### config.mk
export PLATFORM = sky130hd
export DESIGN_NAME = qfd_decoder
export DESIGN_NICKNAME = d
export VERILOG_FILES = /design/src/rtl/qfd_pkg.sv /design/src/rtl/qfd_fifo.sv /design/src/rtl/qfd_decoder.sv
export SDC_FILE = /design/constraint.sdc
export NUM_CORES = 1
export LEC_CHECK = 0
export BUFFER_PORTS_ARGS = -buffer_cell sky130_fd_sc_hd__buf_2
export CAP_MARGIN = 10
export CORE_MARGIN = 4
export CORE_UTILIZATION = 54
export DETAILED_ROUTE_END_ITERATION = 16
export PLACE_DENSITY = 0.76
export SETUP_SLACK_MARGIN = 0.4
export SYNTH_ARGS = -nofsm -noshare
export SYNTH_HDL_FRONTEND = slang
export SYNTH_SLANG_ARGS = --single-unit
### constraint.sdc
create_clock -name clk -period 3.02 [get_ports clk]
set_clock_uncertainty 0.05 [all_clocks]
set_input_delay 0.151 -clock clk [delete_from_list [all_inputs] [get_ports clk]]
set_output_delay 0.151 -clock clk [all_outputs]
set_load 0.005 [all_outputs]
### src/rtl/qfd_pkg.sv
// constants and types for the quad i/o flash command decoder
package qfd_pkg;
  // instruction codes
  localparam logic [7:0] CODE_IDENT = 8'hAF;
  localparam logic [7:0] CODE_READ_A = 8'h0B;
  localparam logic [7:0] CODE_READ_B = 8'h6B;
  localparam logic [7:0] CODE_READ_C = 8'hEB;
  localparam logic [7:0] CODE_OTP_RD = 8'h4B;
  localparam logic [7:0] CODE_WR_ENABLE = 8'h06;
  localparam logic [7:0] CODE_WR_DISABLE = 8'h04;
  localparam logic [7:0] CODE_PROG_A = 8'h02;
  localparam logic [7:0] CODE_PROG_B = 8'h12;
  localparam logic [7:0] CODE_PROG_C = 8'h32;
  localparam logic [7:0] CODE_OTP_PR = 8'h42;
  localparam logic [7:0] CODE_ERASE = 8'h20;
  localparam logic [7:0] CODE_RDSR = 8'h05;
  localparam logic [7:0] CODE_RFSR = 8'h70;
  // identification values: arbitrary, not any real maker or part
  localparam logic [7:0] ID_MAKER = 8'h5A;
  localparam logic [15:0] ID_PART = 16'hC3E1;
  localparam logic [6:0] ID_BYTES = 7'h03;
  // phase lengths and limits
  localparam logic [3:0] CMD_LAST_NIB = 4'h1;
  localparam logic [3:0] ADDR_LAST_NIB = 4'h5;
  localparam logic [3:0] OTP_DUMMY = 4'h8;
  localparam logic [3:0] DUMMY_DEFAULT = 4'hA;
  localparam logic [6:0] OTP_BYTES = 7'h40;
  localparam int FIFO_DEPTH = 4;
  // boot region: 8 sectors of 64 KiB, 16 subsectors of 4 KiB each
  localparam logic BOOT_AT_TOP = 1'b0;
  localparam int BOOT_MSB = 19;
  localparam int SUBSECTOR_LSB = 12;
  // reset values
  localparam logic LATCH_RESET = 1'b0;
  localparam logic [3:0] OE_N_RESET = 4'hF;

  typedef enum logic [3:0] {
    OP_NONE, OP_IDENT, OP_READ, OP_OTP_RD, OP_WR_ENABLE, OP_WR_DISABLE,
    OP_PROG, OP_OTP_PR, OP_ERASE, OP_RDSR, OP_RFSR
  } qfd_op_type;

  typedef struct packed {
    logic otp;
    logic [23:0] addr;
    logic [7:0] data;
  } qfd_prog_type;
endpackage

### src/rtl/qfd_fifo.sv
// small fifo with registered read side
`timescale 1ns/1ps
module qfd_fifo #(
  parameter int WIDTH = 8,
  parameter int DEPTH = 4
) (
  // clock and reset
  input wire logic clk,
  input wire logic rst_n,
  // fill side
  input wire logic in_valid,
  input wire logic [WIDTH-1:0] in_data,
  output logic in_ready,
  // drain side
  output logic out_valid,
  output logic [WIDTH-1:0] out_data,
  input wire logic out_ready
);
  localparam int AW = $clog2(DEPTH);
  localparam logic [AW:0] FULL = (AW+1)'(DEPTH);

  logic [WIDTH-1:0] mem [DEPTH];
  logic [AW-1:0] wr_ptr, rd_ptr, next_wr_ptr, next_rd_ptr;
  logic [AW:0] count, next_count;
  logic next_out_valid;
  logic wr, rd;

  always_comb begin
    in_ready = (count != FULL);
    wr = in_valid && in_ready;
    rd = (count != '0) && (!out_valid || out_ready);
    next_wr_ptr = wr ? wr_ptr + AW'(1) : wr_ptr;
    next_rd_ptr = rd ? rd_ptr + AW'(1) : rd_ptr;
    next_count = count + (AW+1)'(wr) - (AW+1)'(rd);
    next_out_valid = rd ? 1'b1 : (out_ready ? 1'b0 : out_valid);
  end

  always_ff @(posedge clk) begin
    if (!rst_n) begin
      wr_ptr <= '0;
      rd_ptr <= '0;
      count <= '0;
      out_valid <= 1'b0;
    end else begin
      wr_ptr <= next_wr_ptr;
      rd_ptr <= next_rd_ptr;
      count <= next_count;
      out_valid <= next_out_valid;
    end
  end

  // storage carries no reset; only valid words are ever read
  always_ff @(posedge clk) begin
    if (wr) begin
      mem[wr_ptr] <= in_data;
    end
    if (!rst_n) begin
      out_data <= '0;
    end else if (rd) begin
      out_data <= mem[rd_ptr];
    end
  end
endmodule

### src/rtl/qfd_decoder.sv
// quad i/o serial flash instruction decoder and sequencer
`timescale 1ns/1ps
//////////////////////////////////////////////////////////////////////////////
// Operation
// - ident read returns maker byte, two part bytes
// - no unique identifier bytes after three
// - ident read ignored while program/erase busy
// - ident nibbles driven on falling clock edge
// - chip select high stops data drive at once
// - deselect returns to standby awaiting new instruction
// - codes 0B, 6B, EB all fast read
// - fast read quad address and data, endless
// - otp read from 64-byte area, quad
// - otp read uses eight full dummy clocks
// - write enable sets the latch
// - write disable clears the latch
// - program and erase need latch set first
// - codes 02, 12, 32 all page program
// - page program quad address and input data
// - otp program at most 64 bytes, only clears
// - eight boot sectors of sixteen 4K subsectors
// - subsector erase sets all bits to one
// - erase sends code and address, no data
// - fast read dummy count configurable, default ten
// - status polling answered while busy
module qfd_decoder (
  // clock and reset
  input wire logic clk,
  input wire logic rst_n,
  // serial pins
  input wire logic cs_n,
  input wire logic sclk,
  input wire logic [3:0] dq_i,
  output logic [3:0] dq_o,
  output logic [3:0] dq_oe_n,
  // configuration and array state
  input wire logic busy,
  input wire logic [3:0] dummy_cycles,
  output logic write_enable_latch,
  // array read port
  output logic rd_req,
  output logic [23:0] rd_addr,
  output logic rd_otp,
  input wire logic [7:0] rd_data,
  input wire logic rd_valid,
  // program data stream
  output logic prog_valid,
  output qfd_pkg::qfd_prog_type prog_word,
  input wire logic prog_ready,
  output logic prog_overrun,
  // erase request
  output logic erase_req,
  output logic [11:0] erase_subsector
);
  typedef enum logic [2:0] {ST_CMD, ST_ADDR, ST_DUMMY, ST_OUT, ST_IN, ST_SKIP} qfd_state_type;

  function automatic qfd_pkg::qfd_op_type qfd_decode(input logic [7:0] c);
    case (c)
      qfd_pkg::CODE_IDENT: qfd_decode = qfd_pkg::OP_IDENT;
      qfd_pkg::CODE_READ_A, qfd_pkg::CODE_READ_B, qfd_pkg::CODE_READ_C: begin
        qfd_decode = qfd_pkg::OP_READ;
      end
      qfd_pkg::CODE_OTP_RD: qfd_decode = qfd_pkg::OP_OTP_RD;
      qfd_pkg::CODE_WR_ENABLE: qfd_decode = qfd_pkg::OP_WR_ENABLE;
      qfd_pkg::CODE_WR_DISABLE: qfd_decode = qfd_pkg::OP_WR_DISABLE;
      qfd_pkg::CODE_PROG_A, qfd_pkg::CODE_PROG_B, qfd_pkg::CODE_PROG_C: begin
        qfd_decode = qfd_pkg::OP_PROG;
      end
      qfd_pkg::CODE_OTP_PR: qfd_decode = qfd_pkg::OP_OTP_PR;
      qfd_pkg::CODE_ERASE: qfd_decode = qfd_pkg::OP_ERASE;
      qfd_pkg::CODE_RDSR: qfd_decode = qfd_pkg::OP_RDSR;
      qfd_pkg::CODE_RFSR: qfd_decode = qfd_pkg::OP_RFSR;
      default: qfd_decode = qfd_pkg::OP_NONE;
    endcase
  endfunction

  //////////////////////////////////////////////////////////////////////////////
  // pin synchronisers; edges are read only from the second stage onward
  logic cs_meta, cs_s, cs_d, sck_meta, sck_s, sck_d;
  logic [3:0] dq_meta, dq_s;
  logic sck_rise, sck_fall, cs_rise;

  always_ff @(posedge clk) begin
    if (!rst_n) begin
      cs_meta <= 1'b1;
      cs_s <= 1'b1;
      cs_d <= 1'b1;
      sck_meta <= 1'b0;
      sck_s <= 1'b0;
      sck_d <= 1'b0;
      dq_meta <= '0;
      dq_s <= '0;
    end else begin
      cs_meta <= cs_n;
      cs_s <= cs_meta;
      cs_d <= cs_s;
      sck_meta <= sclk;
      sck_s <= sck_meta;
      sck_d <= sck_s;
      dq_meta <= dq_i;
      dq_s <= dq_meta;
    end
  end

  assign sck_rise = sck_s && !sck_d;
  assign sck_fall = !sck_s && sck_d;
  assign cs_rise = cs_s && !cs_d;

  //////////////////////////////////////////////////////////////////////////////
  // sequencer
  qfd_state_type st, next_st;
  qfd_pkg::qfd_op_type op, next_op, dop;
  logic [3:0] cnt, next_cnt, dummy_tgt;
  logic [23:0] sr, next_sr, addr, next_addr, step_addr;
  logic [6:0] byte_cnt, next_byte_cnt;
  logic [7:0] code, rd_byte, next_rd_byte, src, in_byte;
  logic phase, next_phase, addr_done, next_addr_done, in_boot;
  logic [3:0] next_dq_o, next_oe_n;
  logic next_write_enable_latch, next_rd_req, next_rd_otp, next_overrun, next_erase_req;
  logic [23:0] next_rd_addr;
  logic [11:0] next_erase_subsector;
  logic push, fifo_ready;
  qfd_pkg::qfd_prog_type push_word;

  always_comb begin
    next_st = st;
    next_op = op;
    next_cnt = cnt;
    next_sr = sr;
    next_addr = addr;
    next_addr_done = addr_done;
    next_byte_cnt = byte_cnt;
    next_phase = phase;
    next_dq_o = dq_o;
    next_oe_n = dq_oe_n;
    next_write_enable_latch = write_enable_latch;
    next_rd_req = 1'b0;
    next_rd_addr = rd_addr;
    next_rd_otp = rd_otp;
    next_rd_byte = rd_valid ? rd_data : rd_byte;
    next_overrun = prog_overrun;
    next_erase_req = 1'b0;
    next_erase_subsector = erase_subsector;
    push = 1'b0;
    code = {sr[3:0], dq_s};
    dop = qfd_decode(code);
    in_byte = {sr[3:0], dq_s};
    dummy_tgt = (op == qfd_pkg::OP_OTP_RD) ? qfd_pkg::OTP_DUMMY : dummy_cycles;
    in_boot = qfd_pkg::BOOT_AT_TOP ? (&addr[23:qfd_pkg::BOOT_MSB])
                                   : !(|addr[23:qfd_pkg::BOOT_MSB]);
    // otp addresses wrap inside the 64-byte area, pages inside 256 bytes
    if (op == qfd_pkg::OP_OTP_RD || op == qfd_pkg::OP_OTP_PR) begin
      step_addr = {18'h00000, addr[5:0] + 6'h01};
    end else if (op == qfd_pkg::OP_PROG) begin
      step_addr = {addr[23:8], addr[7:0] + 8'h01};
    end else begin
      step_addr = addr + 24'h000001;
    end
    case (op)
      qfd_pkg::OP_IDENT: src = sr[23:16];
      qfd_pkg::OP_RDSR: src = {6'h00, write_enable_latch, busy};
      qfd_pkg::OP_RFSR: src = {!busy, 7'h00};
      default: src = rd_byte;
    endcase
    push_word.otp = (op == qfd_pkg::OP_OTP_PR);
    push_word.addr = addr;
    push_word.data = in_byte;

    if (cs_s) begin
      // deselect: standby, release pins, commit the finished instruction
      next_st = ST_CMD;
      next_cnt = '0;
      next_phase = 1'b0;
      next_byte_cnt = '0;
      next_addr_done = 1'b0;
      next_oe_n = 4'hF;
      next_op = qfd_pkg::OP_NONE;
      if (cs_rise) begin
        case (op)
          qfd_pkg::OP_WR_ENABLE: next_write_enable_latch = 1'b1;
          qfd_pkg::OP_WR_DISABLE: next_write_enable_latch = 1'b0;
          qfd_pkg::OP_ERASE: begin
            if (addr_done && in_boot) begin
              next_erase_req = 1'b1;
              next_erase_subsector = addr[23:qfd_pkg::SUBSECTOR_LSB];
            end
            next_write_enable_latch = 1'b0;
          end
          qfd_pkg::OP_PROG, qfd_pkg::OP_OTP_PR: next_write_enable_latch = 1'b0;
          default: next_write_enable_latch = write_enable_latch;
        endcase
      end
    end else begin
      case (st)
        ST_CMD: begin
          if (sck_rise) begin
            next_sr = {sr[19:0], dq_s};
            next_cnt = cnt + 4'h1;
            if (cnt == qfd_pkg::CMD_LAST_NIB) begin
              next_cnt = '0;
              next_st = ST_SKIP;
              next_op = qfd_pkg::OP_NONE;
              if (busy && dop != qfd_pkg::OP_RDSR && dop != qfd_pkg::OP_RFSR) begin
                next_st = ST_SKIP;
              end else if ((dop == qfd_pkg::OP_PROG || dop == qfd_pkg::OP_OTP_PR ||
                            dop == qfd_pkg::OP_ERASE) && !write_enable_latch) begin
                next_st = ST_SKIP;
              end else begin
                next_op = dop;
                case (dop)
                  qfd_pkg::OP_IDENT: begin
                    next_st = ST_OUT;
                    next_sr = {qfd_pkg::ID_MAKER, qfd_pkg::ID_PART};
                  end
                  qfd_pkg::OP_RDSR, qfd_pkg::OP_RFSR: next_st = ST_OUT;
                  qfd_pkg::OP_READ, qfd_pkg::OP_OTP_RD, qfd_pkg::OP_PROG,
                  qfd_pkg::OP_OTP_PR, qfd_pkg::OP_ERASE: next_st = ST_ADDR;
                  default: next_st = ST_SKIP;
                endcase
              end
            end
          end
        end
        ST_ADDR: begin
          if (sck_rise) begin
            next_addr = {addr[19:0], dq_s};
            next_cnt = cnt + 4'h1;
            if (cnt == qfd_pkg::ADDR_LAST_NIB) begin
              next_cnt = '0;
              case (op)
                qfd_pkg::OP_ERASE: begin
                  next_addr_done = 1'b1;
                  next_st = ST_SKIP;
                end
                qfd_pkg::OP_PROG, qfd_pkg::OP_OTP_PR: next_st = ST_IN;
                default: begin
                  if (op == qfd_pkg::OP_OTP_RD) begin
                    next_addr = {18'h00000, addr[1:0], dq_s};
                  end
                  next_rd_req = 1'b1;
                  next_rd_addr = next_addr;
                  next_rd_otp = (op == qfd_pkg::OP_OTP_RD);
                  next_st = (dummy_tgt == 4'h0) ? ST_OUT : ST_DUMMY;
                end
              endcase
            end
          end
        end
        ST_DUMMY: begin
          if (sck_rise) begin
            next_cnt = cnt + 4'h1;
            if (cnt == dummy_tgt - 4'h1) begin
              next_cnt = '0;
              next_st = ST_OUT;
            end
          end
        end
        ST_OUT: begin
          if (sck_fall) begin
            if (op == qfd_pkg::OP_IDENT && byte_cnt == qfd_pkg::ID_BYTES) begin
              next_oe_n = 4'hF;
              next_st = ST_SKIP;
            end else begin
              next_oe_n = 4'h0;
              next_dq_o = phase ? src[3:0] : src[7:4];
              next_phase = !phase;
              if (phase) begin
                next_byte_cnt = byte_cnt + 7'h01;
                if (op == qfd_pkg::OP_IDENT) begin
                  next_sr = {sr[15:0], 8'h00};
                end
                if (op == qfd_pkg::OP_READ || op == qfd_pkg::OP_OTP_RD) begin
                  next_addr = step_addr;
                  next_rd_addr = step_addr;
                  next_rd_req = 1'b1;
                end
              end
            end
          end
        end
        ST_IN: begin
          if (sck_rise) begin
            next_phase = !phase;
            next_sr = {sr[19:0], dq_s};
            if (phase) begin
              // past 64 otp bytes the data is dropped silently
              if (op != qfd_pkg::OP_OTP_PR || byte_cnt != qfd_pkg::OTP_BYTES) begin
                next_byte_cnt = byte_cnt + 7'h01;
                next_addr = step_addr;
                // the host cannot be stalled, so a full fifo loses the byte
                if (fifo_ready) begin
                  push = 1'b1;
                end else begin
                  next_overrun = 1'b1;
                end
              end
            end
          end
        end
        ST_SKIP: next_st = ST_SKIP;
        default: next_st = ST_CMD;
      endcase
    end
  end

  always_ff @(posedge clk) begin
    if (!rst_n) begin
      st <= ST_CMD;
      op <= qfd_pkg::OP_NONE;
      cnt <= '0;
      sr <= '0;
      addr <= '0;
      addr_done <= 1'b0;
      byte_cnt <= '0;
      phase <= 1'b0;
      dq_o <= '0;
      dq_oe_n <= qfd_pkg::OE_N_RESET;
      write_enable_latch <= qfd_pkg::LATCH_RESET;
      rd_req <= 1'b0;
      rd_addr <= '0;
      rd_otp <= 1'b0;
      rd_byte <= '0;
      prog_overrun <= 1'b0;
      erase_req <= 1'b0;
      erase_subsector <= '0;
    end else begin
      st <= next_st;
      op <= next_op;
      cnt <= next_cnt;
      sr <= next_sr;
      addr <= next_addr;
      addr_done <= next_addr_done;
      byte_cnt <= next_byte_cnt;
      phase <= next_phase;
      dq_o <= next_dq_o;
      dq_oe_n <= next_oe_n;
      write_enable_latch <= next_write_enable_latch;
      rd_req <= next_rd_req;
      rd_addr <= next_rd_addr;
      rd_otp <= next_rd_otp;
      rd_byte <= next_rd_byte;
      prog_overrun <= next_overrun;
      erase_req <= next_erase_req;
      erase_subsector <= next_erase_subsector;
    end
  end

  //////////////////////////////////////////////////////////////////////////////
  // program data buffer toward the array
  qfd_fifo #(
    .WIDTH($bits(qfd_pkg::qfd_prog_type)),
    .DEPTH(qfd_pkg::FIFO_DEPTH)
  ) qfd_fifo_inst (
    .clk(clk),
    .rst_n(rst_n),
    .in_valid(push),
    .in_data(push_word),
    .in_ready(fifo_ready),
    .out_valid(prog_valid),
    .out_data(prog_word),
    .out_ready(prog_ready)
  );
endmodule

; ---- Yosys cells after proc, flatten, opt, wreduce, memory -nomap -nowiden
; Memories as Yosys holds them, arrays and structs flattened. A register that Yosys moved wholly into a read port is not among the register bits.
; Cells that the tools add are included.
[word_totals]
ram_bits = 132
ff_bits = 147
memories = 1
input_bits = 23
elab_cells = 257
out_inout_bits = 83
[classes]
bitwise_logic = 6
addsub = 10
n_eq_ne = 62
mux = 88
reduce_logical = 60
[memory_table]
columns = name, words, word_bits, read_ports, rd_ports_with_merged_regs, wr, line_no
row1 = qfd_fifo_inst.mem, 4, 33, 1, 1, 1, qfd_fifo.sv:22  ; logic [WIDTH-1:0] mem [DEPTH];
[op_table]
columns = operator, n
row1 = 2-to-1 mux 24 bit, 26
row2 = one-hot mux 24 bit (3 select lines), 2
row3 = one-hot mux 24 bit (2 select lines), 1
row4 = 2-to-1 mux 4 bit, 11
row5 = 2-to-1 mux 7 bit, 6
row6 = one-hot mux 4 bit (10 select lines), 1
row7 = "== test 8 x 7 -> 1 bit, second input constant", 4
row8 = "!= test 2 bit, second input constant", 16
row9 = 2-to-1 mux 3 bit, 10
row10 = "== test 4 x 3 -> 1 bit, second input constant", 7
row11 = "adder 24 x 1 -> 24 bit, second input constant", 1
row12 = "== test 4 bit, second input constant", 6
row13 = "== test 8 x 3 -> 1 bit, second input constant", 3
row14 = one-hot mux 8 bit (3 select lines), 1
row15 = AND reduction 4 bit, 6
row16 = 2-to-1 mux 1 bit, 22
row17 = one-hot mux 3 bit (6 select lines), 1
row18 = AND reduction 9 bit, 2
row19 = "== test 4 x 2 -> 1 bit, second input constant", 4
row20 = "== test 8 x 6 -> 1 bit, second input constant", 2
row21 = "== test 8 bit, second input constant", 2
row22 = one-hot mux 7 bit (2 select lines), 1
row23 = "== test 4 x 1 -> 1 bit, second input constant", 3
row24 = one-hot mux 3 bit (2 select lines), 2
row25 = 41 further kinds, 86

; ---- Depth between registers and ports, before layout
; Gate-level depths: netlist (run 1).
[logic_depth]
word_depth = 12
depth_mapped = 13
mapped_depth_nobuf = 12

; ---- Cells and area by module
; Synthesis (run 1) repeated with hierarchy kept, for this count alone.
[hier_totals]
hier_cells = 1169
hier_area_um2 = 13369.1
[by_module_without_submodules]
columns = mod, area_per_inst_um2, seq_area_each_um2, n_inst, cells_each
row1 = qfd_decoder, 7111.8, 2722.6, 1, 870
row2 = qfd_fifo, 6257.3, 4784.6, 1, 299

; ---- Worst setup path after synthesis (run 1)
; OpenSTA, ideal clock, no wires.
[synth_path]
path_kind = register to register
start = reg sck_s
end = mem qfd_fifo_inst.mem[2][0] (netlist bit) (enable)
path_buffers = 2
slack_ns = 0.176
path_stages_with_launch = 8
period_less_slack_ns = 2.844
arrival_ns = 2.401
setup_time_ns = 0.393
t_required_ns = 2.577
cell_sequence = dfxtp_1 > nor2b_1 > clkbuf_2 > nand4_1 > or2_2 > clkbuf_1 > nor3b_2 > and2_1
[synth_via]
elab_chain_len = 7
[synth_lines]
columns = element, line_no
row1 = start: declaration, qfd_decoder.sv:79  ; logic cs_meta, cs_s, cs_d, sck_meta, sck_s, sck_d;
row2 = start signal: assignment, qfd_decoder.sv:98  ; sck_s <= sck_meta;
row3 = logical AND 1 bit, qfd_decoder.sv:105  ; assign sck_rise = sck_s && !sck_d;
row4 = 2-to-1 mux 1 bit, qfd_decoder.sv:282  ; if (sck_rise) begin
row5 = 2-to-1 mux 1 bit, qfd_decoder.sv:194  ; case (st)
row6 = 2-to-1 mux 1 bit, qfd_decoder.sv:169  ; if (cs_s) begin
row7 = logical AND 1 bit, qfd_fifo.sv:30  ; wr = in_valid && in_ready;
row8 = via qfd_fifo_inst.wr, qfd_fifo.sv:26  ; logic wr, rd;
row9 = 2-to-1 mux 1 bit, qfd_fifo.sv:54  ; if (wr) begin
row10 = 2-to-1 mux 1 bit (implied by the code), qfd_fifo.sv:55  ; mem[wr_ptr] <= in_data;
row11 = end: declaration, qfd_fifo.sv:22
; The timed path passes the listed nets, and every way through them passes these cells.

; ---- Worst setup path in the final report (run 1)
[layout_path]
start = reg st[0]
end = reg rd_addr[6]
[layout_via]
elab_chain_len = 3
elab_cells_between_ends = 12
classes_between = eq/ne (9) / mux (1) / reduce/logical (2)
[layout_lines]
columns = element, line_no
row1 = start: declaration, qfd_decoder.sv:111  ; qfd_state_type st, next_st;
row2 = start signal: assignment, qfd_decoder.sv:327  ; st <= next_st;
row3 = == test 3 x 2 -> 1 bit / == test 3 x 1 -> 1 bit (equally long branches), qfd_decoder.sv:194
row4 = != test 2 bit (no line) / nonzero test 2 bit (equally long branches), --
row5 = AND reduction 9 bit (no line), --
row6 = end signal: assignment, qfd_decoder.sv:339  ; rd_addr <= next_rd_addr;
row7 = end: declaration, qfd_decoder.sv:42  ; output logic [23:0] rd_addr,
; Parallel ways exist; a longest one is shown, timed or not.
; A chain may end at the register's enable or synchronous reset.

==> results of run 1 <==
-- kinds of logic (layout without fill, tap and decap cells) --
logic type      Yosys count  count (layout)  share of synthesized area
compound gates          257             259                     0.1325
xor+xnor                 36              36                    0.02333
fa+ha+maj                13              13                    0.01259
buf+inv                 114             257                    0.03462
flops                   309             309                     0.5554
mux                      54              54                    0.07072
simple gates            460             460                     0.1709
-- area by class of cell --
cell class                      instances  area (um^2)  share of cell area
Multi-Input combinational cell        822         5643              0.3544
Clock buffer                           41        875.8             0.05501
Clock inverter                         17        178.9             0.01124
Timing Repair Buffer                  182         1231             0.07733
Tap cell                              324        405.4             0.02546
Inverter                               17        65.06            0.004087
Sequential cell                       309         7521              0.4724
-- cells in the mapped netlist, types with 16 or more instances --
cell type | count | area, um^2
nand4_1 | 19 | 118.9
dfxtp_1 | 177 | 3543
nor3_1 | 30 | 150.1
a221oi_1 | 33 | 289.0
o211ai_1 | 18 | 135.1
nor2b_1 | 22 | 137.6
nand3_1 | 32 | 160.2
nand2_1 | 166 | 623.1
mux4_2 | 33 | 743.2
xor2_1 | 16 | 140.1
buf_2 | 16 | 80.08
xnor2_1 | 20 | 175.2
o21ai_0 | 50 | 250.2
mux2i_1 | 19 | 190.2
edfxtp_1 | 132 | 3964
a21boi_0 | 37 | 277.8
clkbuf_1 | 69 | 259.0
a21oi_1 | 48 | 240.2
nor2_1 | 79 | 296.5
and2_1 | 27 | 168.9
-- repair_timing --
| item | in CTS | in global routing |
|---|---|---|
| setup endpoints to repair | 50 | 105 |
| hold buffers | 31 | 0 |
| gates resized for setup | 5 | 21 |
| buffers inserted | 1 | 0 |
| pin swaps | 2 | 3 |
| endpoints found under the hold margin | 24 | 0 |
| cloned | 0 | 2 |
-- critical path: stages (launching register included) --
cell      delay, ns
dfxtp_1        0.49
or3b_2         0.52
o22ai_1        0.18
or2_1          0.39
or2_0          0.20
buf_4          0.30
a221oi_1       0.14
nor3b_1        0.21
-- metal layers --
layer / vias to the layer above / track usage
met4: 0 / 0.04838
li1: 4807 / -
met1: 4935 / 0.3342
met3: 57 / 0.03475
met5: - / 0
met2: 481 / 0.3812
-- per-stage QoR --
stage / utilization / instance area (um^2) / std cells / hold WS (ns)
final: 0.6508 / 15920 / 1712 / 0.04216
after global routing: 0.6508 / 15920 / 1712 / 0.04441
after CTS: 0.6466 / 15820 / 1710 / 0.009818
after detailed placement: 0.5903 / 14440 / 1620 / 0.2858
after global placement: 0.5903 / 14440 / 1620 / 0.2873
after floorplan: - / 13520 / 1243 / 0.2025
-- sequential cells by signal, indices dropped and copies added (netlist names), 2 cells and up --
name	cells
addr	24
byte_cnt	7
dq_o	4
qfd_fifo_inst.mem	132
qfd_fifo_inst.count	3
erase_subsector	12
rd_addr	24
dq_s	4
sr	24
st	3
qfd_fifo_inst.out_data	33
qfd_fifo_inst.rd_ptr	2
dq_meta	4
rd_byte	8
op	4
qfd_fifo_inst.wr_ptr	2
cnt	4
-- where the power goes --
| part | leakage, nW | switching (mW) | internal [mW] |
|---|---|---|---|
| sequential | 2.66 | 0.160 | 4.53 |
| clock | 0.505 | 1.61 | 2.30 |
| combinational | 2.62 | 0.732 | 0.651 |
| total | 5.78 | 2.50 | 7.48 |
-- worst max-delay path by stage --
| stage | startpoint | end | slack, ns | cells after the start |
|---|---|---|---|---|
| finish | st[0] | rd_addr[6] | 0.46 | 7 |
| global route | op[1] | cnt[2] | 0.35 | 10 |
| CTS | byte_cnt[0] | addr[8] | 0.42 | 8 |
| detailed placement | op[3] | cnt[2] | 0.34 | 10 |
| global placement | op[3] | cnt[2] | 0.39 | 10 |
| floorplan | sck_s | qfd_fifo_inst.count[2] | 0.40 | 12 |
==> impl_metrics.json, run 1 <==
{
  "wl_per_cell_um": 19.71,
  "async_flop_share": 0,
  "reg2reg_from": "st[0]",
  "hold_viol_final": 0,
  "met3_wirelength_mm": 2.789,
  "min_to": "st[0]",
  "htree_levels": 1,
  "worstSetupPathType": "reg2reg",
  "relSlewSlack": 0.2332,
  "hpwl_mm": 21.46,
  "reg2regPathDepth": 7,
  "final.setup.tns_ns": 0,
  "numCtsBuffers": 31,
  "die-area_um2": 27630,
  "worstSetupStartpointType": "flip-flop",
  "grt_usage": 0.2327,
  "drt-total-wl_mm": 33.74,
  "synth.yosys.warnings": 0,
  "netlist_area_um2": 13520,
  "die_h_um": 166.2,
  "power_density_nw_per_um2": 626.7,
  "peakVddDrop_v": 0.0004307,
  "cts_root_buf": "clkbuf_16",
  "crit_fanout": 22,
  "final_cell_mix": "168 x dfxtp_1, 165 x nand2_1, 132 x edfxtp_1",
  "met2_length_mm": 15.97,
  "clk_pin_slew_ns": 0.06,
  "core_area_um2": 24460,
  "clock_sinks": 309,
  "finalMaxSlewViolations": 0,
  "synth_cell_types": 81,
  "area_growth_pct": 17.78,
  "grt_pass1_wl_mm": 53.59,
  "grt_max_degree": 71,
  "endpoint_kind": "flip-flop",
  "finalWeightedCongestion": 0.8760,
  "drc_errors": 0,
  "final_common_cell": "dfxtp_1",
  "drtAntennaViolNets": 0,
  "rsz0062_at_grt": "yes",
  "synth_nets": 1279,
  "setup_viol": 0,
  "vias": 10280,
  "fillers": 1848,
  "via_per_inst": 6.005,
  "place.port_buffers": 105,
  "hold_start": "dummy_cycles[3]",
  "drive_gt1_frac": 0.2024,
  "synth_cells": 1243,
  "p_total_mw": 9.978,
  "cellLeakagePower_nw": 5.780,
  "synth_edf_count": 132,
  "synthFlopType": "dfxtp_1",
  "fmax_mhz": 391.3,
  "cap_violations": 0,
  "antenna_found_initial": 0,
  "critPathArrivalTime_ns": 2.99,
  "reg2reg_to": "rd_addr[6]",
  "insertion_delay_ns": 0.57,
  "worst_slack_ns": 0.4645,
  "grt_pass1_vias": 9795,
  "dr.pass1.iters": 6,
  "tightest_slew_ns": 1.150,
  "ys_ff_latch": 309,
  "cts_buffer_depth": 3,
  "io_pins": 106,
  "regToRegSetupSlack_ns": 0.46,
  "start_util": 0.5526,
  "required_ns": 3.45,
  "cts_tree": "yes",
  "rows": 57,
  "layout.nets": 1399,
  "top_layer_used": "met4",
  "num_antenna_cells": 0,
  "synth.avg_cell_area_um2": 10.87,
  "die_width_um": 166.2,
  "ys_seq_area_frac": 0.5554,
  "min_period_over_period": 0.8462,
  "min_path_type": "in2reg",
  "grt_overflow": 0,
  "wl_met1_mm": 14.27,
  "place_ws_ns": 0.3356,
  "hold_depth": 6,
  "drt_iter0_drc": 840,
  "period_minus_slack_ns": 2.556,
  "outcome": "finished clean"
}
(Power assumes the default switching activity.)
==> run 2, diff against run 1 <==
--- a/config.mk
+++ b/config.mk
@@ -5,6 +5,7 @@
 export SDC_FILE = /design/constraint.sdc
 export NUM_CORES = 1
 export LEC_CHECK = 0
+export ABC_AREA = 1
 export BUFFER_PORTS_ARGS = -buffer_cell sky130_fd_sc_hd__buf_2
 export CAP_MARGIN = 10
 export CORE_MARGIN = 4
==> constraint.sdc (replaced) <==
create_clock -name clk -period 2.2 [get_ports clk]
set_clock_uncertainty 0.05 [all_clocks]
set_input_delay 0.11 -clock clk [delete_from_list [all_inputs] [get_ports clk]]
set_output_delay 0.11 -clock clk [all_outputs]
set_load 0.005 [all_outputs]
==> impl_metrics.json, run 2 <==
{
  "area_growth_pct": 31.42,
  "final_cell_mix": "242 x nor2_1, 192 x nand2_1, 191 x o21ai_0",
  "yosysMostFrequentCell": "nor2_1",
  "min_period_over_period": 0.9171,
  "wl_per_cell_um": 18.92,
  "via_per_inst": 5.823,
  "cp_cell_sequence": "nor2_4 > nand2_2 > nor3_4 > o21ai_2 > nor2_4 > o21ai_4 > buf_6 > nor2_4 > buf_12 > buf_12 > buf_12",
  "die-area_um2": 28200,
  "hpwl_mm": 23.98,
  "fmax_mhz": 495.6,
  "cellLeakagePower_nw": 7.257,
  "cp_slowest_cell": "dfxtp_2",
  "cts_root_buf": "clkbuf_16",
  "outcome": "finished clean",
  "synth.avg_cell_area_um2": 8.416,
  "clock_sinks": 309,
  "largest_reg_flops": 132,
  "rows": 58,
  "synth_common_cells": "260 x nor2_1, 208 x nand2_1, 208 x o21ai_0, 177 x dfxtp_1, 150 x inv_1",
  "synthFlopType": "dfxtp_1",
  "peakVddDrop_v": 0.001587,
  "yosysTopAreaCellShare": 0.2870,
  "postLayoutCellArea_um2": 18150,
  "layout.area.seq_um2": 7570,
  "drive_gt1_frac": 0.2539,
  "num_antenna_cells": 0,
  "drt-total-wl_mm": 42.30,
  "crit_fanout": 9,
  "grt_overflow": 0,
  "place.port_buffers": 105,
  "net-switching-power_mw": 4.097,
  "reg2reg_to": "qfd_fifo_inst.mem[3][4]",
  "cts_tree": "yes",
  "regToRegSetupSlack_ns": 0.18,
  "period_minus_slack_ns": 2.018,
  "layout.nets": 1918,
  "final_common_cell": "nor2_1",
  "cts_buffer_depth": 3,
  "power_density_nw_per_um2": 793.0,
  "finalWeightedCongestion": 0.9274,
  "tightest_slew_ns": 0.6230,
  "drtAntennaViolNets": 0,
  "switching_share": 0.2847,
  "reg2reg_from": "st[1]",
  "min_path_type": "in2reg",
  "power_frac_comb": 0.167,
  "htree_levels": 1,
  "min_to": "qfd_fifo_inst.count[0]",
  "synth_nets": 1677,
  "numCtsBuffers": 31,
  "ys_seq_area_frac": 0.5436,
  "relSlewSlack": 0.5842,
  "internal_power_mw": 10.30,
  "rsz0062_at_grt": "yes",
  "setup_viol": 0,
  "yosysTopAreaCell": "edfxtp_1",
  "synth.yosys.warnings": 0,
  "netlist_area_um2": 13810,
  "vias": 13020,
  "required_ns": 2.44,
  "antenna_found_initial": 0,
  "async_flop_share": 0,
  "fillers": 1732,
  "hold_depth": 4,
  "worstSetupStartpointType": "flip-flop",
  "die_width_um": 167.9,
  "insertion_delay_ns": 0.58,
  "synth_cells": 1641,
  "drc_errors": 0,
  "reg2regPathDepth": 11,
  "critPathArrivalTime_ns": 2.26,
  "io_pins": 106,
  "synth_cell_types": 48,
  "grt_pass1_wl_mm": 63.65,
  "clk_pin_slew_ns": 0.06,
  "worstSetupPathType": "reg2reg",
  "hold_start": "rst_n",
  "cap_violations": 0,
  "drt_iter0_drc": 1324,
  "grt_usage": 0.2748,
  "multi_input_area_um2": 5866,
  "seq_power_share": 0.453,
  "endpoint_kind": "flip-flop",
  "core_area_um2": 25180,
  "start_util": 0.5484,
  "die_h_um": 167.9,
  "dr.pass1.iters": 6,
  "utilization": 0.7208,
  "synth_edf_count": 132,
  "grt_max_degree": 132,
  "hold_viol_final": 0,
  "ys_top_cells_by_area": "edfxtp_1 29%, dfxtp_1 26%, o21ai_0 7.5%",
  "largest-register": "qfd_fifo_inst.mem",
  "slowest_delay_ns": 0.33,
  "postPlaceCellArea_um2": 15140,
  "finalMaxSlewViolations": 0,
  "grt_pass1_vias": 12350,
  "reg_top3": "qfd_fifo_inst.mem x132, qfd_fifo_inst.out_data x33",
  "ys_ff_latch": 309,
  "power_frac_clock": 0.380
}
==> run 2: changes by cell type after synthesis, moves of 38 or more <==
cell,delta
a31oi_1,+38
o21ai_0,+158
inv_1,+135
a21oi_1,+64
nand2_1,+42
nor2_1,+181
==> run 2: through the flow <==
| stage | hold slack (ns) | setup TNS (ns) | total power [mW] | worst slack, ns | std cells |
|---|---|---|---|---|---|
| finish | 0.07780 | 0 | 14.39 | 0.1824 | 2236 |
| detailed placement | 0.2444 | -0.05500 | 8.891 | -0.02855 | 2070 |
| CTS | 0.05657 | 0 | 14.33 | 0.2069 | 2205 |
| global route | 0.1033 | 0 | 14.99 | 0.1246 | 2236 |
| floorplan | 0.1576 | 0 | 8.086 | 0.1029 | 1641 |
| global placement | 0.2460 | -0.01544 | 8.839 | -0.01544 | 2070 |
==> run 2: cells by family after synthesis <==
kind of cell	synth area share
buffers and inverters	0.07384
adder cells (fa/ha/maj)	0.01232
flip-flops	0.5436
AND/OR/NAND/NOR	0.1991
XOR/XNOR	0.006342
AO/OA/AOI/OAI	0.1648
==> run 2: final cells by class <==
class	count	share of cell area
sequential	309	0.4171
multi-input combinational	1087	0.3232
inverter	163	0.03661
timing repair buffer	288	0.1417
tap	330	0.02275
timing repair inverter	2	0.0008962
clock inverter	20	0.01220
clock buffer	37	0.04564
==> run 2: worst max path at each step <==
stage | startpoint | to | slack (ns)
after floorplan | st[1] | qfd_fifo_inst.mem[0][0] | 0.10
after global placement | st[1] | qfd_fifo_inst.count[2] | -0.02
after detailed placement | sck_s | qfd_fifo_inst.count[2] | -0.03
after CTS | st[1] | qfd_fifo_inst.count[1] | 0.21
after global routing | st[1] | qfd_fifo_inst.mem[3][31] | 0.12
final | st[1] | qfd_fifo_inst.mem[3][4] | 0.18
==> run 2: per-layer routing <==
metal  routed length, um  GRT usage  up-vias  part of all wire
met2               20320     0.4738      724              0.48
met5                   0          0        -                 0
met3                3836    0.04555      158             0.091
met1               16300     0.3534     6068              0.39
met4                1831    0.09245        0             0.043
li1                    -          -     6070                 -
==> run 2: critical path: cells and delay by family (launching register included) <==
family	cells	cell delay, ns
compound gates	2	0.19
buf+inv	4	0.50
flops	1	0.33
simple gates	5	0.65
==> run 2: timing repair <==
action | 4_1_cts | 5_1_grt
hold buffers | 29 | 0
gates resized for setup | 105 | 113
gates cloned | 11 | 7
hold endpoints to repair | 16 | 0
setup buffers | 38 | 24
pin swaps | 30 | 36
endpoints found under the setup margin | 231 | 238
==> run 2: power by group through the flow <==
| stage | logic [mW] | clock network (mW) | registers, mW |
|---|---|---|---|
| finish | 2.40 | 5.48 | 6.52 |
| global route | 2.69 | 5.74 | 6.55 |
| CTS | 2.34 | 5.48 | 6.52 |
| detailed placement | 2.25 | 0 | 6.64 |
| global placement | 2.21 | 0 | 6.63 |
| floorplan | 1.47 | 0 | 6.62 |
==> run 3, diff against run 2 <==
--- a/config.mk
+++ b/config.mk
@@ -9,10 +9,10 @@
 export BUFFER_PORTS_ARGS = -buffer_cell sky130_fd_sc_hd__buf_2
 export CAP_MARGIN = 10
 export CORE_MARGIN = 4
-export CORE_UTILIZATION = 54
+export CORE_UTILIZATION = 25
 export DETAILED_ROUTE_END_ITERATION = 16
-export PLACE_DENSITY = 0.76
 export SETUP_SLACK_MARGIN = 0.4
 export SYNTH_ARGS = -nofsm -noshare
 export SYNTH_HDL_FRONTEND = slang
 export SYNTH_SLANG_ARGS = --single-unit
+export TNS_END_PERCENT = 50
==> constraint.sdc (replaced) <==
create_clock -name clk -period 2.2 [get_ports clk]
set_clock_uncertainty 0.05 [all_clocks]
set_input_delay 0.55 -clock clk [delete_from_list [all_inputs] [get_ports clk]]
set_output_delay 0.55 -clock clk [all_outputs]
set_load 0.005 [all_outputs]
==> impl_metrics.json, run 3 (synthesis results as in run 2) <==
{
  "endpoint_kind": "flip-flop",
  "area_growth_pct": 38.75,
  "critPathArrivalTime_ns": 2.31,
  "switching_share": 0.2841,
  "core_area_um2": 54240,
  "hold_depth": 3,
  "cap_violations": 0,
  "fmax_mhz": 474.6,
  "largest-register": "qfd_fifo_inst.mem",
  "rsz0062_at_grt": "yes",
  "worstSetupStartpointType": "flip-flop",
  "finalMaxSlewViolations": 0,
  "power_frac_comb": 0.171,
  "grt_max_degree": 108,
  "min_path_type": "in2reg",
  "final_cell_mix": "232 x nor2_1, 190 x nand2_1, 180 x o21ai_0",
  "relSlewSlack": 0.5689,
  "min_period_over_period": 0.9578,
  "dp.cells": 2453,
  "htree_levels": 2,
  "antenna_found_initial": 1,
  "vias": 12620,
  "utilization": 0.3533,
  "drive_gt1_frac": 0.2998,
  "finalNonFillerCells": 2614,
  "grt_usage": 0.1414,
  "final_common_cell": "nor2_1",
  "drc_errors": 0,
  "hpwl_mm": 28.45,
  "peakVddDrop_v": 0.0004983,
  "layout.area.seq_um2": 7559,
  "hold_start": "dq_i[0]",
  "internal_power_mw": 11.00,
  "drt_iter0_drc": 985,
  "clock_sinks": 309,
  "numCtsBuffers": 37,
  "io_pins": 106,
  "period_minus_slack_ns": 2.107,
  "start_util": 0.2546,
  "clk_pin_slew_ns": 0.05,
  "power_density_nw_per_um2": 801.8,
  "die_h_um": 243.0,
  "die-area_um2": 59070,
  "tightest_slew_ns": 0.6460,
  "worstSetupPathType": "reg2reg",
  "reg_top3": "qfd_fifo_inst.mem x132, qfd_fifo_inst.out_data x33",
  "outcome": "finished clean",
  "grt_pass1_wl_mm": 67.37,
  "min_to": "dq_meta[0]",
  "drt-total-wl_mm": 45.66,
  "required_ns": 2.40,
  "grt_overflow": 0,
  "fillers": 5467,
  "cts_root_buf": "clkbuf_16",
  "reg2reg_from": "st[0]",
  "num_antenna_cells": 0,
  "hold_viol_final": 0,
  "worst_slack_ns": 0.09286,
  "grt_pass1_vias": 11890,
  "cts_buffer_depth": 3,
  "die_width_um": 243.0,
  "setup_viol": 0,
  "dr.pass1.iters": 5,
  "regToRegSetupSlack_ns": 0.09,
  "place.port_buffers": 105,
  "drtAntennaViolNets": 0,
  "insertion_delay_ns": 0.53,
  "via_per_inst": 4.829,
  "power_frac_clock": 0.404,
  "net-switching-power_mw": 4.365,
  "seq_power_share": 0.425,
  "largest_reg_flops": 132,
  "wl_per_cell_um": 17.47,
  "reg2regPathDepth": 11,
  "layout.nets": 1928,
  "multi_input_area_um2": 6135,
  "cts_tree": "yes",
  "rows": 85,
  "reg2reg_to": "qfd_fifo_inst.mem[3][31]",
  "cellLeakagePower_nw": 7.403,
  "crit_fanout": 6,
  "finalWeightedCongestion": 0.8920,
  "place_ws_ns": -0.08112
}
==> run 3: cell count changes in the layout (fill, tap and decap cells not counted), moves of 11 or more <==
cell | before | now
o21ai_2 | 6 | 18
buf_4 | 104 | 120
o21ai_0 | 191 | 180
a21oi_2 | 9 | 23
buf_6 | 14 | 25
a21oi_1 | 104 | 88
dlygate4sd3_1 | 29 | 0
==> run 3: per-stage QoR <==
stage | hold slack (ns) | cell area [um^2] | setup TNS [ns] | total power [mW]
5_1_grt | 0.1821 | 19160 | -0.001271 | 16.11
2_1_floorplan | 0.3405 | 13930 | 0 | 8.140
6_report | 0.1766 | 19160 | 0 | 15.36
3_5_place_dp | 0.3524 | 15730 | -0.3612 | 9.047
3_3_place_gp | 0.3509 | 15730 | 0 | 8.995
4_1_cts | 0.1729 | 18020 | 0 | 15.27
==> run 3: repair_timing <==
action	in CTS	in global routing
pin swaps	24	52
setup buffers	48	26
hold buffers	0	0
hold endpoints to repair	0	0
setup endpoints to repair	224	274
resized for setup	105	208
gates cloned	11	11
==> run 3: worst max-delay path by stage <==
stage          startpoint                       end  slack [ns]  depth (start not counted)
2_1_floorplan       st[1]    qfd_fifo_inst.count[1]         0.1                         11
3_3_place_gp        op[0]                    cnt[0]        0.02                         16
3_5_place_dp        op[0]                    cnt[0]       -0.08                         16
4_1_cts             op[0]                    cnt[2]        0.17                         18
5_1_grt             st[0]  qfd_fifo_inst.mem[3][29]     -0.0008                         11
6_report            st[0]  qfd_fifo_inst.mem[3][31]        0.09                         11
==> run 3: worst max-delay path, cell delays in order, from the launching register on <==
cell	delay (ns)
dfxtp_2	0.33
nor2_4	0.14
nand2_4	0.07
nor3_4	0.22
o21ai_2	0.13
nor2_2	0.15
o21ai_4	0.08
buf_6	0.14
nor2_4	0.13
buf_6	0.14
buf_4	0.13
buf_16	0.12
==> run 3: layout make-up <==
type | instances | area share
Sequential cell | 309 | 0.3945
Clock inverter | 17 | 0.01006
Tap cell | 696 | 0.04545
Timing Repair Buffer | 293 | 0.1395
Clock buffer | 48 | 0.05524
Timing Repair inverter | 2 | 0.001045
Multi-Input combinational cell | 1086 | 0.3201
Inverter | 163 | 0.03408
==> run 3: power by group through the flow <==
stage	clock (mW)	sequential, mW	combinational, mW
final	6.21	6.52	2.63
after global routing	6.58	6.56	2.96
after CTS	6.32	6.53	2.42
after detailed placement	0	6.65	2.40
after global placement	0	6.65	2.34
after floorplan	0	6.62	1.52
==> run 3: metal layers <==
layer / share of wire / vias to the layer above / routed length (um) / global-route usage
met5: 0 / - / 0 / 0
met4: 0.023 / 0 / 1060 / 0.03531
met3: 0.076 / 78 / 3453 / 0.03256
met2: 0.47 / 441 / 21480 / 0.2308
met1: 0.43 / 6004 / 19660 / 0.1902
li1: - / 6100 / - / -
